$ cat config.mk
export PLATFORM = sky130hd
export DESIGN_NAME = loop_and_volume_commands
export DESIGN_NICKNAME = d
export VERILOG_FILES = /design/src/loop_vol_pkg.sv /design/src/loop_and_volume_commands.sv /design/src/cmd_byte_classify.sv
export SDC_FILE = /design/constraint.sdc
export NUM_CORES = 1
export LEC_CHECK = 0
export BUFFER_PORTS_ARGS = -buffer_cell sky130_fd_sc_hd__buf_2
export CAP_MARGIN = 20
export CORE_MARGIN = 5
export CORE_UTILIZATION = 45
export CTS_CLUSTER_DIAMETER = 40
export DETAILED_ROUTE_END_ITERATION = 8
export HOLD_SLACK_MARGIN = 0.08
export PLACE_DENSITY = 0.86
export RECOVER_POWER = 25
export SLEW_MARGIN = 20
export SYNTH_ARGS = -nofsm -noshare
export SYNTH_HDL_FRONTEND = slang
export SYNTH_HIERARCHICAL = 1
export SYNTH_SLANG_ARGS = --single-unit
$ cat constraint.sdc
create_clock -name sys_clk_i -period 2.5 [get_ports sys_clk_i]
set_input_delay 0.25 -clock sys_clk_i [delete_from_list [all_inputs] [get_ports sys_clk_i]]
set_output_delay 0.25 -clock sys_clk_i [all_outputs]
set_load 0.02 [all_outputs]
$ cat src/loop_vol_pkg.sv
package loop_vol_pkg;
    // register byte offsets on the Avalon-MM slave
    localparam logic [3:0] CMD_OFS = 4'h0;
    localparam logic [3:0] STATUS_OFS = 4'h4;
    localparam logic [3:0] CHAN_GAIN_OFS = 4'h8;
    localparam logic [3:0] MASTER_GAIN_OFS = 4'hc;
    // command byte patterns (upper six bits, or whole byte)
    localparam logic [5:0] REPEAT_SET_OP = 6'h20;   // 100000
    localparam logic [5:0] REPEAT_CLEAR_OP = 6'h24; // 100100
    localparam logic [5:0] CHAN_VOL_OP = 6'h28;     // 101000
    localparam logic [7:0] MASTER_VOL_BYTE = 8'h08; // 00001000
    // gain code widths, reset values and mute thresholds
    localparam int CHAN_GAIN_W = 5;
    localparam int MASTER_GAIN_W = 6;
    localparam logic [4:0] CHAN_GAIN_INIT = 5'h00;    // 0 dB
    localparam logic [4:0] CHAN_GAIN_MUTE = 5'h1f;
    localparam logic [5:0] MASTER_GAIN_INIT = 6'h23;  // -4.0 dB
    localparam logic [5:0] MASTER_GAIN_MUTE_MAX = 6'h0e;
    // status register field positions
    localparam int ST_ACCEPT_POS = 0;  // [1:0] accept flags
    localparam int ST_REPEAT_POS = 2;  // [3:2] repeat flags
    localparam int ST_PLAYING_POS = 4; // [5:4] playing inputs
    localparam int ST_PENDING_POS = 6; // second byte awaited
    localparam int ST_PDOWN_POS = 7;   // powered down
    // channel gain register: ch1 in [4:0], ch2 in [12:8]
    localparam int CG_CH2_POS = 8;
    // decoder state of the two-byte commands
    typedef enum logic [1:0] {
        DEC_IDLE,
        DEC_CHAN_DATA,
        DEC_MASTER_DATA
    } dec_state_e;
endpackage

$ cat src/loop_and_volume_commands.sv
// Summary of operation
// - byte 100000 plus two select bits requests repeat mode.
// - select bit 0 picks channel 1, bit 1 channel 2, both allowed.
// - accept flag of a channel stays low while it repeats.
// - repeating channel replays its phrase until cleared or stopped.
// - a stop clears that channel's repeat flag.
// - byte 100100 plus select bits releases repeat mode.
// - releasing repeat mode drives the accept flag high.
// - channel volume is two bytes, second carries 5-bit gain code.
// - channel gain code 00 is 0 dB, 1e deepest, 1f mutes.
// - channel gain codes return to 0 dB at reset and power-down.
// - master volume is byte 08 then 6-bit gain code.
// - master codes 3f..0f give gain, 0e..00 mute.
// - master gain starts at 23, kept on stop, reset on power-down.
// - accept flag low during address resolution, high when done.
`timescale 1ns/1ns
`default_nettype none
module loop_and_volume_commands #(
    parameter int NUM_CH = 2  // playback channels
) (
    input wire logic sys_clk_i,                    // 250 MHz clock
    input wire logic reset_i,                      // async, active high
    input wire logic ce_i,                         // clock enable
    // Avalon-MM slave
    input wire logic [3:0] address_i,              // byte address
    input wire logic read_i,                       // read request
    input wire logic write_i,                      // write request
    input wire logic [31:0] writedata_i,           // write data
    input wire logic [3:0] byteenable_i,           // byte lanes
    output logic [31:0] readdata_o,                // read data
    output logic waitrequest_o,                    // stall request
    // playback engine, same clock
    input wire logic [NUM_CH-1:0] play_start_i,    // play accepted
    input wire logic [NUM_CH-1:0] addr_done_i,     // address resolved
    input wire logic [NUM_CH-1:0] playing_i,       // channel playing
    input wire logic [NUM_CH-1:0] stop_i,          // stop command
    input wire logic [NUM_CH-1:0] phrase_end_i,    // phrase finished
    input wire logic power_down_i,                 // device powered down
    // results
    output logic [NUM_CH-1:0] cmd_accept_flag_o,   // accept flags
    output logic [NUM_CH-1:0] repeat_o,            // repeat flags
    output logic [NUM_CH-1:0] replay_o,            // restart phrase pulse
    output logic [4:0] chan1_gain_code_o,          // ch1 gain code
    output logic [4:0] chan2_gain_code_o,          // ch2 gain code
    output logic [NUM_CH-1:0] chan_mute_o,         // channel muted
    output logic [5:0] master_gain_code_o,         // master gain code
    output logic master_mute_o                     // master muted
);
    import loop_vol_pkg::*;

    typedef struct packed {
        logic wait_n;                  // 1 while waitrequest high
        logic [31:0] rdata;
        dec_state_e dec;
        logic [NUM_CH-1:0] dec_mask;   // channels of pending volume
        logic [NUM_CH-1:0] accept;
        logic [NUM_CH-1:0] rep;
        logic [NUM_CH-1:0] replay;
        logic [NUM_CH-1:0][4:0] cgain;
        logic [NUM_CH-1:0] cmute;
        logic [5:0] mgain;
        logic mmute;
    } state_s;

    state_s state_reg;
    state_s state_next;

    logic is_set;
    logic is_clear;
    logic is_chan_vol;
    logic is_master_vol;
    logic [1:0] chan_mask;
    logic cmd_wr;
    logic [7:0] cmd_byte;
    logic [NUM_CH-1:0] set_hit;
    logic [NUM_CH-1:0] clear_hit;
    logic [NUM_CH-1:0] channel_volume_cmd_hit;
    logic mvol_hit;

    // write takes effect at the edge where waitrequest is seen low
    assign cmd_wr = write_i && !state_reg.wait_n && ce_i
        && (address_i == CMD_OFS) && byteenable_i[0];
    assign cmd_byte = writedata_i[7:0];

    cmd_byte_classify u_classify (
        .byte_i(cmd_byte),
        .is_set_o(is_set),
        .is_clear_o(is_clear),
        .is_chan_vol_o(is_chan_vol),
        .is_master_vol_o(is_master_vol),
        .chan_mask_o(chan_mask)
    );

    // per-channel command hits; only a first byte decodes as a command
    genvar g;
    generate
        for (g = 0; g < NUM_CH; g++) begin : g_hit
            assign set_hit[g] = cmd_wr && state_reg.dec == DEC_IDLE
                && is_set && chan_mask[g];
            assign clear_hit[g] = cmd_wr && state_reg.dec == DEC_IDLE
                && is_clear && chan_mask[g];
            assign channel_volume_cmd_hit[g] = cmd_wr
                && state_reg.dec == DEC_CHAN_DATA
                && state_reg.dec_mask[g] && !power_down_i;
        end
    endgenerate

    // volume writes during power-down are dropped, the host must not
    // send them then, so dropping avoids a half-set gain
    assign mvol_hit = cmd_wr && state_reg.dec == DEC_MASTER_DATA
        && !power_down_i;

    // next-state logic for bus, decoder and channel state
    always_comb begin
        state_next = state_reg;
        if (ce_i) begin
            // pulse lasts one enabled cycle; a low ce_i freezes it too
            state_next.replay = '0;
            // bus: one wait cycle, then answer; read data stands with it
            if ((read_i || write_i) && state_reg.wait_n) begin
                state_next.wait_n = 1'b0;
                state_next.rdata = '0;
                unique case (address_i)
                    CMD_OFS: state_next.rdata = '0;
                    STATUS_OFS: begin
                        state_next.rdata[ST_ACCEPT_POS +: NUM_CH] =
                            state_reg.accept;
                        state_next.rdata[ST_REPEAT_POS +: NUM_CH] =
                            state_reg.rep;
                        state_next.rdata[ST_PLAYING_POS +: NUM_CH] =
                            playing_i;
                        state_next.rdata[ST_PENDING_POS] =
                            (state_reg.dec != DEC_IDLE);
                        state_next.rdata[ST_PDOWN_POS] = power_down_i;
                    end
                    CHAN_GAIN_OFS: begin
                        state_next.rdata[4:0] = state_reg.cgain[0];
                        state_next.rdata[CG_CH2_POS +: 5] =
                            state_reg.cgain[1];
                    end
                    MASTER_GAIN_OFS: state_next.rdata[5:0] = state_reg.mgain;
                    default: state_next.rdata = '0;  // unmapped reads zero
                endcase
            end else if (!state_reg.wait_n) begin
                state_next.wait_n = 1'b1;
            end

            // two-byte sequencing: first byte arms, next byte is data
            if (cmd_wr) begin
                unique case (state_reg.dec)
                    DEC_IDLE: begin
                        if (is_chan_vol) begin
                            state_next.dec = DEC_CHAN_DATA;
                            state_next.dec_mask = chan_mask;
                        end else if (is_master_vol) begin
                            state_next.dec = DEC_MASTER_DATA;
                        end
                    end
                    DEC_CHAN_DATA: state_next.dec = DEC_IDLE;
                    DEC_MASTER_DATA: state_next.dec = DEC_IDLE;
                    default: state_next.dec = DEC_IDLE;
                endcase
            end

            for (int c = 0; c < NUM_CH; c++) begin
                // repeat flag: later terms win, but a stop blocks a set
                if (stop_i[c] || clear_hit[c]) begin
                    state_next.rep[c] = 1'b0;
                end
                if (set_hit[c] && playing_i[c] && state_reg.accept[c]
                    && !stop_i[c]) begin
                    state_next.rep[c] = 1'b1;
                end
                // accept flag follows address control and repeat mode
                if (play_start_i[c]) begin
                    state_next.accept[c] = 1'b0;
                end
                if (addr_done_i[c] && !state_next.rep[c]) begin
                    state_next.accept[c] = 1'b1;
                end
                if (state_next.rep[c]) begin
                    state_next.accept[c] = 1'b0;
                end else if (state_reg.rep[c] || stop_i[c]) begin
                    state_next.accept[c] = 1'b1;
                end
                // replay the phrase, or whole edited phrase, at its end
                state_next.replay[c] = phrase_end_i[c] && state_reg.rep[c]
                    && !stop_i[c] && !clear_hit[c];
                // channel gain: 5-bit code from the data byte
                if (channel_volume_cmd_hit[c]) begin
                    state_next.cgain[c] =
                        cmd_byte[CHAN_GAIN_W-1:0];
                end
                if (power_down_i) begin
                    state_next.cgain[c] = CHAN_GAIN_INIT;
                end
                state_next.cmute[c] =
                    (state_next.cgain[c] == CHAN_GAIN_MUTE);
            end

            // master gain is kept across stop, reset on power-down
            if (mvol_hit) begin
                state_next.mgain = cmd_byte[MASTER_GAIN_W-1:0];
            end
            if (power_down_i) begin
                state_next.mgain = MASTER_GAIN_INIT;
                state_next.dec = DEC_IDLE;
            end
            state_next.mmute =
                (state_next.mgain <= MASTER_GAIN_MUTE_MAX);
        end
    end

    // one register for all state; ce_i low freezes everything
    always_ff @(posedge sys_clk_i or posedge reset_i) begin
        if (reset_i) begin
            state_reg.wait_n <= 1'b1;
            state_reg.rdata <= '0;
            state_reg.dec <= DEC_IDLE;
            state_reg.dec_mask <= '0;
            state_reg.accept <= '1;
            state_reg.rep <= '0;
            state_reg.replay <= '0;
            state_reg.cgain <= '0;
            state_reg.cmute <= '0;
            state_reg.mgain <= MASTER_GAIN_INIT;
            state_reg.mmute <= 1'b0;
        end else begin
            state_reg <= state_next;
        end
    end

    // outputs straight from the state register
    assign readdata_o = state_reg.rdata;
    assign waitrequest_o = state_reg.wait_n;
    assign cmd_accept_flag_o = state_reg.accept;
    assign repeat_o = state_reg.rep;
    assign replay_o = state_reg.replay;
    assign chan1_gain_code_o = state_reg.cgain[0];
    assign chan2_gain_code_o = state_reg.cgain[1];
    assign chan_mute_o = state_reg.cmute;
    assign master_gain_code_o = state_reg.mgain;
    assign master_mute_o = state_reg.mmute;
endmodule
`default_nettype wire

$ cat src/cmd_byte_classify.sv
`timescale 1ns/1ns
`default_nettype none
module cmd_byte_classify (
    input wire logic [7:0] byte_i,     // command byte, first or data byte
    output logic is_set_o,             // repeat set opcode
    output logic is_clear_o,           // repeat clear opcode
    output logic is_chan_vol_o,        // channel volume first byte
    output logic is_master_vol_o,      // master volume first byte
    output logic [1:0] chan_mask_o     // bit0 ch1, bit1 ch2
);
    import loop_vol_pkg::*;

    // pure decode, the caller decides whether a byte is a first byte
    always_comb begin
        is_set_o = (byte_i[7:2] == REPEAT_SET_OP);
        is_clear_o = (byte_i[7:2] == REPEAT_CLEAR_OP);
        is_chan_vol_o = (byte_i[7:2] == CHAN_VOL_OP);
        is_master_vol_o = (byte_i == MASTER_VOL_BYTE);
        chan_mask_o = byte_i[1:0];
    end
endmodule
`default_nettype wire

======== Word-level counts from Yosys, hierarchy flattened ========
Cells that the tools add are included.
cells by class
  bitwise operators ....................... 0
  magnitude comparators ................... 1
  div/mod/pow operators ................... 0
  reduce and logical (&&, ||, !) cells .... 57
  $mul .................................... 0
  equal/unequal tests ..................... 12
  add/sub/neg operators ................... 0
  multiplexer cells ....................... 35
  shift-type cells ........................ 0
operator list
  cell                                                  number
  2-to-1 mux 5 bit                                      7
  logical AND 1 bit                                     33
  == test 6 bit (second input constant)                 3
  2-to-1 mux 6 bit                                      3
  2-to-1 mux 1 bit                                      15
  case mux 5 bit (3 select lines)                       1
  2-to-1 mux 2 bit                                      7
  == test 5 bit (second input constant)                 2
  == test 4 bit (second input constant)                 2
  == test 8 x 4 -> 1 bit (second input constant)        1
  zero test 1 bit                                       8
  nonzero test 4 bit                                    2
  <= comparator 6 x 4 -> 1 bit (second input constant)  1
  AND reduction 2 bit                                   3
  logical OR 1 bit                                      5
  == test 4 x 3 -> 1 bit (second input constant)        1
  zero test 4 bit                                       1
  2-to-1 mux 4 bit                                      1
  != test 4 bit (second input constant)                 1
  AND reduction 4 bit                                   1
  nonzero test 2 bit                                    2
  AND reduction 3 bit                                   1
  == test 2 x 1 -> 1 bit (second input constant)        1
  == test 2 bit (second input constant)                 1
  other kinds (2)                                       2
word-level totals
  memories kept ........................... 0
  logic and storage cells ................. 118
  input bits .............................. 56
  output and inout port bits .............. 58
  latch bits .............................. 0
  ROM bits ................................ 0
  RAM bits ................................ 0
  flip-flop bits (word level) ............. 43

======== Logic depth before layout (Yosys ltp) ========
  word-level depth ........................ 18
  depth in mapped cells ................... 7
  gate-level depth less buffers ........... 7

======== Cells and area by module ========
Netlist, hierarchy kept.
by module, submodules not included
  module                    instances  seq. area each (um2)  cells each  area an instance (um2)
  loop_and_volume_commands  1          1,083.5               271         2,563.7
  cmd_byte_classify         1          0.0                   9           80.1

======== Worst setup path after synthesis ========
Ideal clock, no wire load.
  path type ............................... input to register
  start point ............................. input port writedata_i[3]
  end point ............................... register state_reg, in the netlist cmd_accept_flag_o[1]
  path buffers ............................ 0
  required time ........................... 2.439 ns
  stages .................................. 7
  library setup time ...................... 0.061 ns
  setup slack ............................. 0.601 ns
  arrival ................................. 1.838 ns
  path through ............................ or4b_4 > nor3b_2 > nand2_1 > or4_4 > a21oi_1 > o311ai_1 > nand2_1
between the ends
  elaborated cells between the ends (all ways) .. 20
  classes of those cells .................. eq/ne (2); mux (6); reduce/logical (12)
RTL lines
  item                               line                             source
  start: declaration                 loop_and_volume_commands.sv:28   input wire logic [31:0] writedata_i,
  == test 6 bit *                    cmd_byte_classify.sv:16          is_clear_o = (byte_i[7:2] == REPEAT_CLEAR_OP);
  net is_clear                       loop_and_volume_commands.sv:69   logic is_clear;
  logical AND 1 bit * (2 in series)  loop_and_volume_commands.sv:101  && is_clear && chan_mask[g];
  logical OR 1 bit *                 loop_and_volume_commands.sv:167  if (stop_i[c] || clear_hit[c]) begin
  2-to-1 mux 1 bit *                 loop_and_volume_commands.sv:167
  2-to-1 mux 1 bit *                 loop_and_volume_commands.sv:170  if (set_hit[c] && playing_i[c] && state_reg.accept[c]
  2-to-1 mux 1 bit *                 loop_and_volume_commands.sv:116  if (ce_i) begin
  zero test 1 bit                    loop_and_volume_commands.sv:178  if (addr_done_i[c] && !state_next.rep[c]) begin
  logical AND 1 bit                  loop_and_volume_commands.sv:178
  2-to-1 mux 1 bit                   loop_and_volume_commands.sv:178
  2-to-1 mux 1 bit                   loop_and_volume_commands.sv:183  end else if (state_reg.rep[c] || stop_i[c]) begin
  2-to-1 mux 1 bit                   loop_and_volume_commands.sv:181  if (state_next.rep[c]) begin
  end signal: assignment             loop_and_volume_commands.sv:229  state_reg <= state_next;
  end: declaration                   loop_and_volume_commands.sv:65   state_s state_reg;
The timed path passes the listed nets; every way through them passes the cells marked *. The select of a mux whose other input is x is not followed.
A chain may end at the register's enable or synchronous reset.

======== Final worst setup path ========
  start point ............................. register state_reg[27] (netlist name)
  end point ............................... register state_reg, in the netlist cmd_accept_flag_o[1]
between the ends
  longest elaborated chain between the ends .. 14
  elaborated cells between the ends (all ways) .. 20
  classes of those cells .................. mux (6); reduce/logical (14)
ends and longest elaborated chain
  item                             line                                                             source
  zero test 2 bit *                loop_and_volume_commands.sv:98, loop_and_volume_commands.sv:100
  logical AND 1 bit *              loop_and_volume_commands.sv:98, loop_and_volume_commands.sv:100
  logical AND 1 bit (2 in series)  loop_and_volume_commands.sv:99                                   && is_set && chan_mask[g];
  logical AND 1 bit (2 in series)  loop_and_volume_commands.sv:170
  logical AND 1 bit                loop_and_volume_commands.sv:171                                  && !stop_i[c]) begin
  2-to-1 mux 1 bit *               loop_and_volume_commands.sv:170
  2-to-1 mux 1 bit *               loop_and_volume_commands.sv:116
  zero test 1 bit                  loop_and_volume_commands.sv:178
  logical AND 1 bit                loop_and_volume_commands.sv:178
  2-to-1 mux 1 bit                 loop_and_volume_commands.sv:178
  2-to-1 mux 1 bit                 loop_and_volume_commands.sv:183
  2-to-1 mux 1 bit                 loop_and_volume_commands.sv:181
Mark *: on every way between the ends. The rest lies on a longest branch, timed or not. The select of a mux whose other input is x is not followed.

==> results.ini <==
[cts]
post_cts_buffers = 0
cts-root-buf = clkbuf_8
clock_path_buffers = 2
clk_pin_slew_ns = 0.09
clock_sinks = 43
cts_tree = yes
cts_resized = 0
worstSkewPairLatency_ns = 0.30
cts_hold_buf = 0
numCtsBuffers = 5
htreeDepth = 2

[logic_synthesis]
ys.flop_type = dfrtp_1
synth_area_leaders = dfrtp_1 (35%), buf_4 (16%), dfstp_2 (6.0%), a22o_1 (5.3%), nand2_1 (3.3%)
ys_seq_elements = 43
synth.top_cell.area_share = 0.3502
yosysSeqAreaShare = 0.4098
syn_area_per_cell_um2 = 9.442
async_flop_share = 1.000
netlist-cell-type-count = 48
synth_largest_area_cell = dfrtp_1
syn_area_um2 = 2644
netlist_instances = 280
yosysWarnings = 6
synth-edff-count = 0

[floorplanning]
fp-row-count = 28
start_util = 0.4546
core_um2 = 5816
io_pins = 114
die_height_um = 86.65
die_area_um2 = 7508
die_x_um = 86.65

[layout]
nets = 365
synthToLayoutAreaGrowth_pct = 6.768
multi_input_area_um2 = 1131
seqCellArea_um2 = 1084
fillers = 560
largest_reg_flops = 13
stdcell_count = 385
drive_gt1_frac = 0.3161
post-route-util = 0.4854
num_antenna_cells = 0

[worst_setup_path]
max_stage_delay_ns = 0.54
cp_slowest_cell = or3b_2
cp-end-kind = register
crit_type = reg2reg
r2r_slack_ns = 0.51
startpoint_type = register
worst-path-max-fanout = 6
path_buf_inv = 0
crit_arrival_ns = 2.23
crit_family = simple AND/OR/NAND/NOR gates
required_ns = 2.75
regToRegStartpoint = state_reg[27]$_DFFE_PP0P_
crit_start = state_reg[27]$_DFFE_PP0P_
cp_cell_sequence = or3b_2 > or4_4 > a21oi_1 > o311ai_1 > nand2_1

[sta]
finalMaxSlewViolations = 0
tns_ns = 0
max_slew_margin = 0.2963
rsz0062_at_grt = no
fin_crit_ns = 1.986
timing.final.crit_share = 0.7945
setup_violations = 0
finalWorstSetupSlack_ns = 0.5138
worst_pin_slew_ns = 1.056
skew_ns = 0.003802
hold_violations = 0
max_freq_mhz = 503.5

[drt]
firstDrtPassIters = 4
vias = 2137
first_iter_violations = 178
ant_nets = 0
drc_errors = 0
viasPerCell = 5.551
wirelength_um = 6445
wl_per_cell_um = 16.74

[power]
leakagePower_nw = 1.348
p_per_area_nw_per_um2 = 589.9
worst_ir_drop_vdd_v = 0.0003086

[job]
drv_cap = 0

[placement]
place_ws_ns = 0.3049
dp.cells = 377
gp_congestion = 0.8177
hpwl_um = 4796
portBuffers = 67

[run_status]
status = finished, final reports clean

[global_route]
grt_pass1_wl_um = 10220
grt_pass1_vias = 2026
overflow = 0
grt_max_degree = 44
antenna_found_initial = 0
track_usage = 0.1729

[hold_path]
hp-start = addr_done_i[1]
hold_class = in2reg

[cell type report]
| cell class | instances | share of cell area |
|---|---|---|
| Tap cell | 75 | 0.03324 |
| Timing Repair Buffer | 70 | 0.1259 |
| Clock buffer | 5 | 0.02438 |
| Inverter | 6 | 0.007979 |
| Clock inverter | 3 | 0.02394 |
| Multi-Input combinational cell | 183 | 0.4007 |
| Sequential cell | 43 | 0.3839 |
[path summary, 6_finish.rpt]
kind,to,depth (start not counted)
max in group asynchronous,readdata_o[6]$_DFFE_PP0P_,3
setup reg to reg,cmd_accept_flag_o[1]$_DFFE_PP1P_,5
hold reg to reg,readdata_o[4]$_DFFE_PP0P_,2
setup / recovery,cmd_accept_flag_o[1]$_DFFE_PP1P_,5
hold / removal,cmd_accept_flag_o[1]$_DFFE_PP1P_,3
min in group asynchronous,readdata_o[12]$_DFFE_PP0P_,3
[cells in the mapped netlist (6+ instances only)]
library cell,n
buf_4,58
dfrtp_1,37
nand2_1,23
nor2_1,19
a22o_1,16
o21ai_0,15
a21oi_1,8
a22oi_1,7
dfstp_2,6
inv_1,6
mux2_2,6
[layer usage]
layer,part of all wire,GRT usage
met5,0,0
met3,0.10,0.05608
met2,0.48,0.2705
met4,0.022,0.06232
met1,0.39,0.2241
[cells in the final DEF (no fill, tap or decap), types with 4 or more instances in the layout]
master / synthesis / final
inv_1: 6 / 6
nand4_1: 4 / 4
a22oi_1: 7 / 7
o21ai_0: 15 / 15
nor4_1: 4 / 4
mux2_2: 6 / 6
nor3_1: 5 / 5
dfrtp_1: 37 / 37
dfstp_2: 6 / 6
clkbuf_8: 0 / 5
a22o_1: 16 / 16
conb_1: 1 / 19
nand2_1: 23 / 23
a21oi_1: 8 / 8
and2_1: 4 / 4
o2bb2ai_1: 5 / 5
nor2b_1: 4 / 4
nor2_1: 19 / 19
buf_2: 1 / 67
[stage by stage]
step                area, µm²  total power [mW]  hold slack [ns]
CTS                      2825             1.670          0.09564
global placement         2689             1.017           0.4025
global route             2823             1.728           0.2126
detailed placement       2689             1.024           0.4210
floorplan                2711            0.9788           0.3777
finish                   2823             1.665           0.1834
[power by group]
| part | switching (mW) | internal (mW) |
|---|---|---|
| combinational | 0.176 | 0.0805 |
| clock | 0.255 | 0.398 |
| sequential | 0.0259 | 0.730 |
[kinds of logic after synthesis]
kind of cell / after synthesis / synth area share
compound gates: 69 / 0.1822
buf+inv: 72 / 0.1879
flops: 43 / 0.4098
mux: 9 / 0.03691
other cells: 1 / 0.001418
simple gates: 86 / 0.1817
[worst min-delay path, delay by kind of cell]
| kind | cells | cell delay, ns |
|---|---|---|
| AOI/OAI and AO/OA | 1 | 0.07 |
| buffers and inverters | 1 | 0.08 |
| and+or+nand+nor | 1 | 0.06 |
Power figures use the tool's default switching activity.
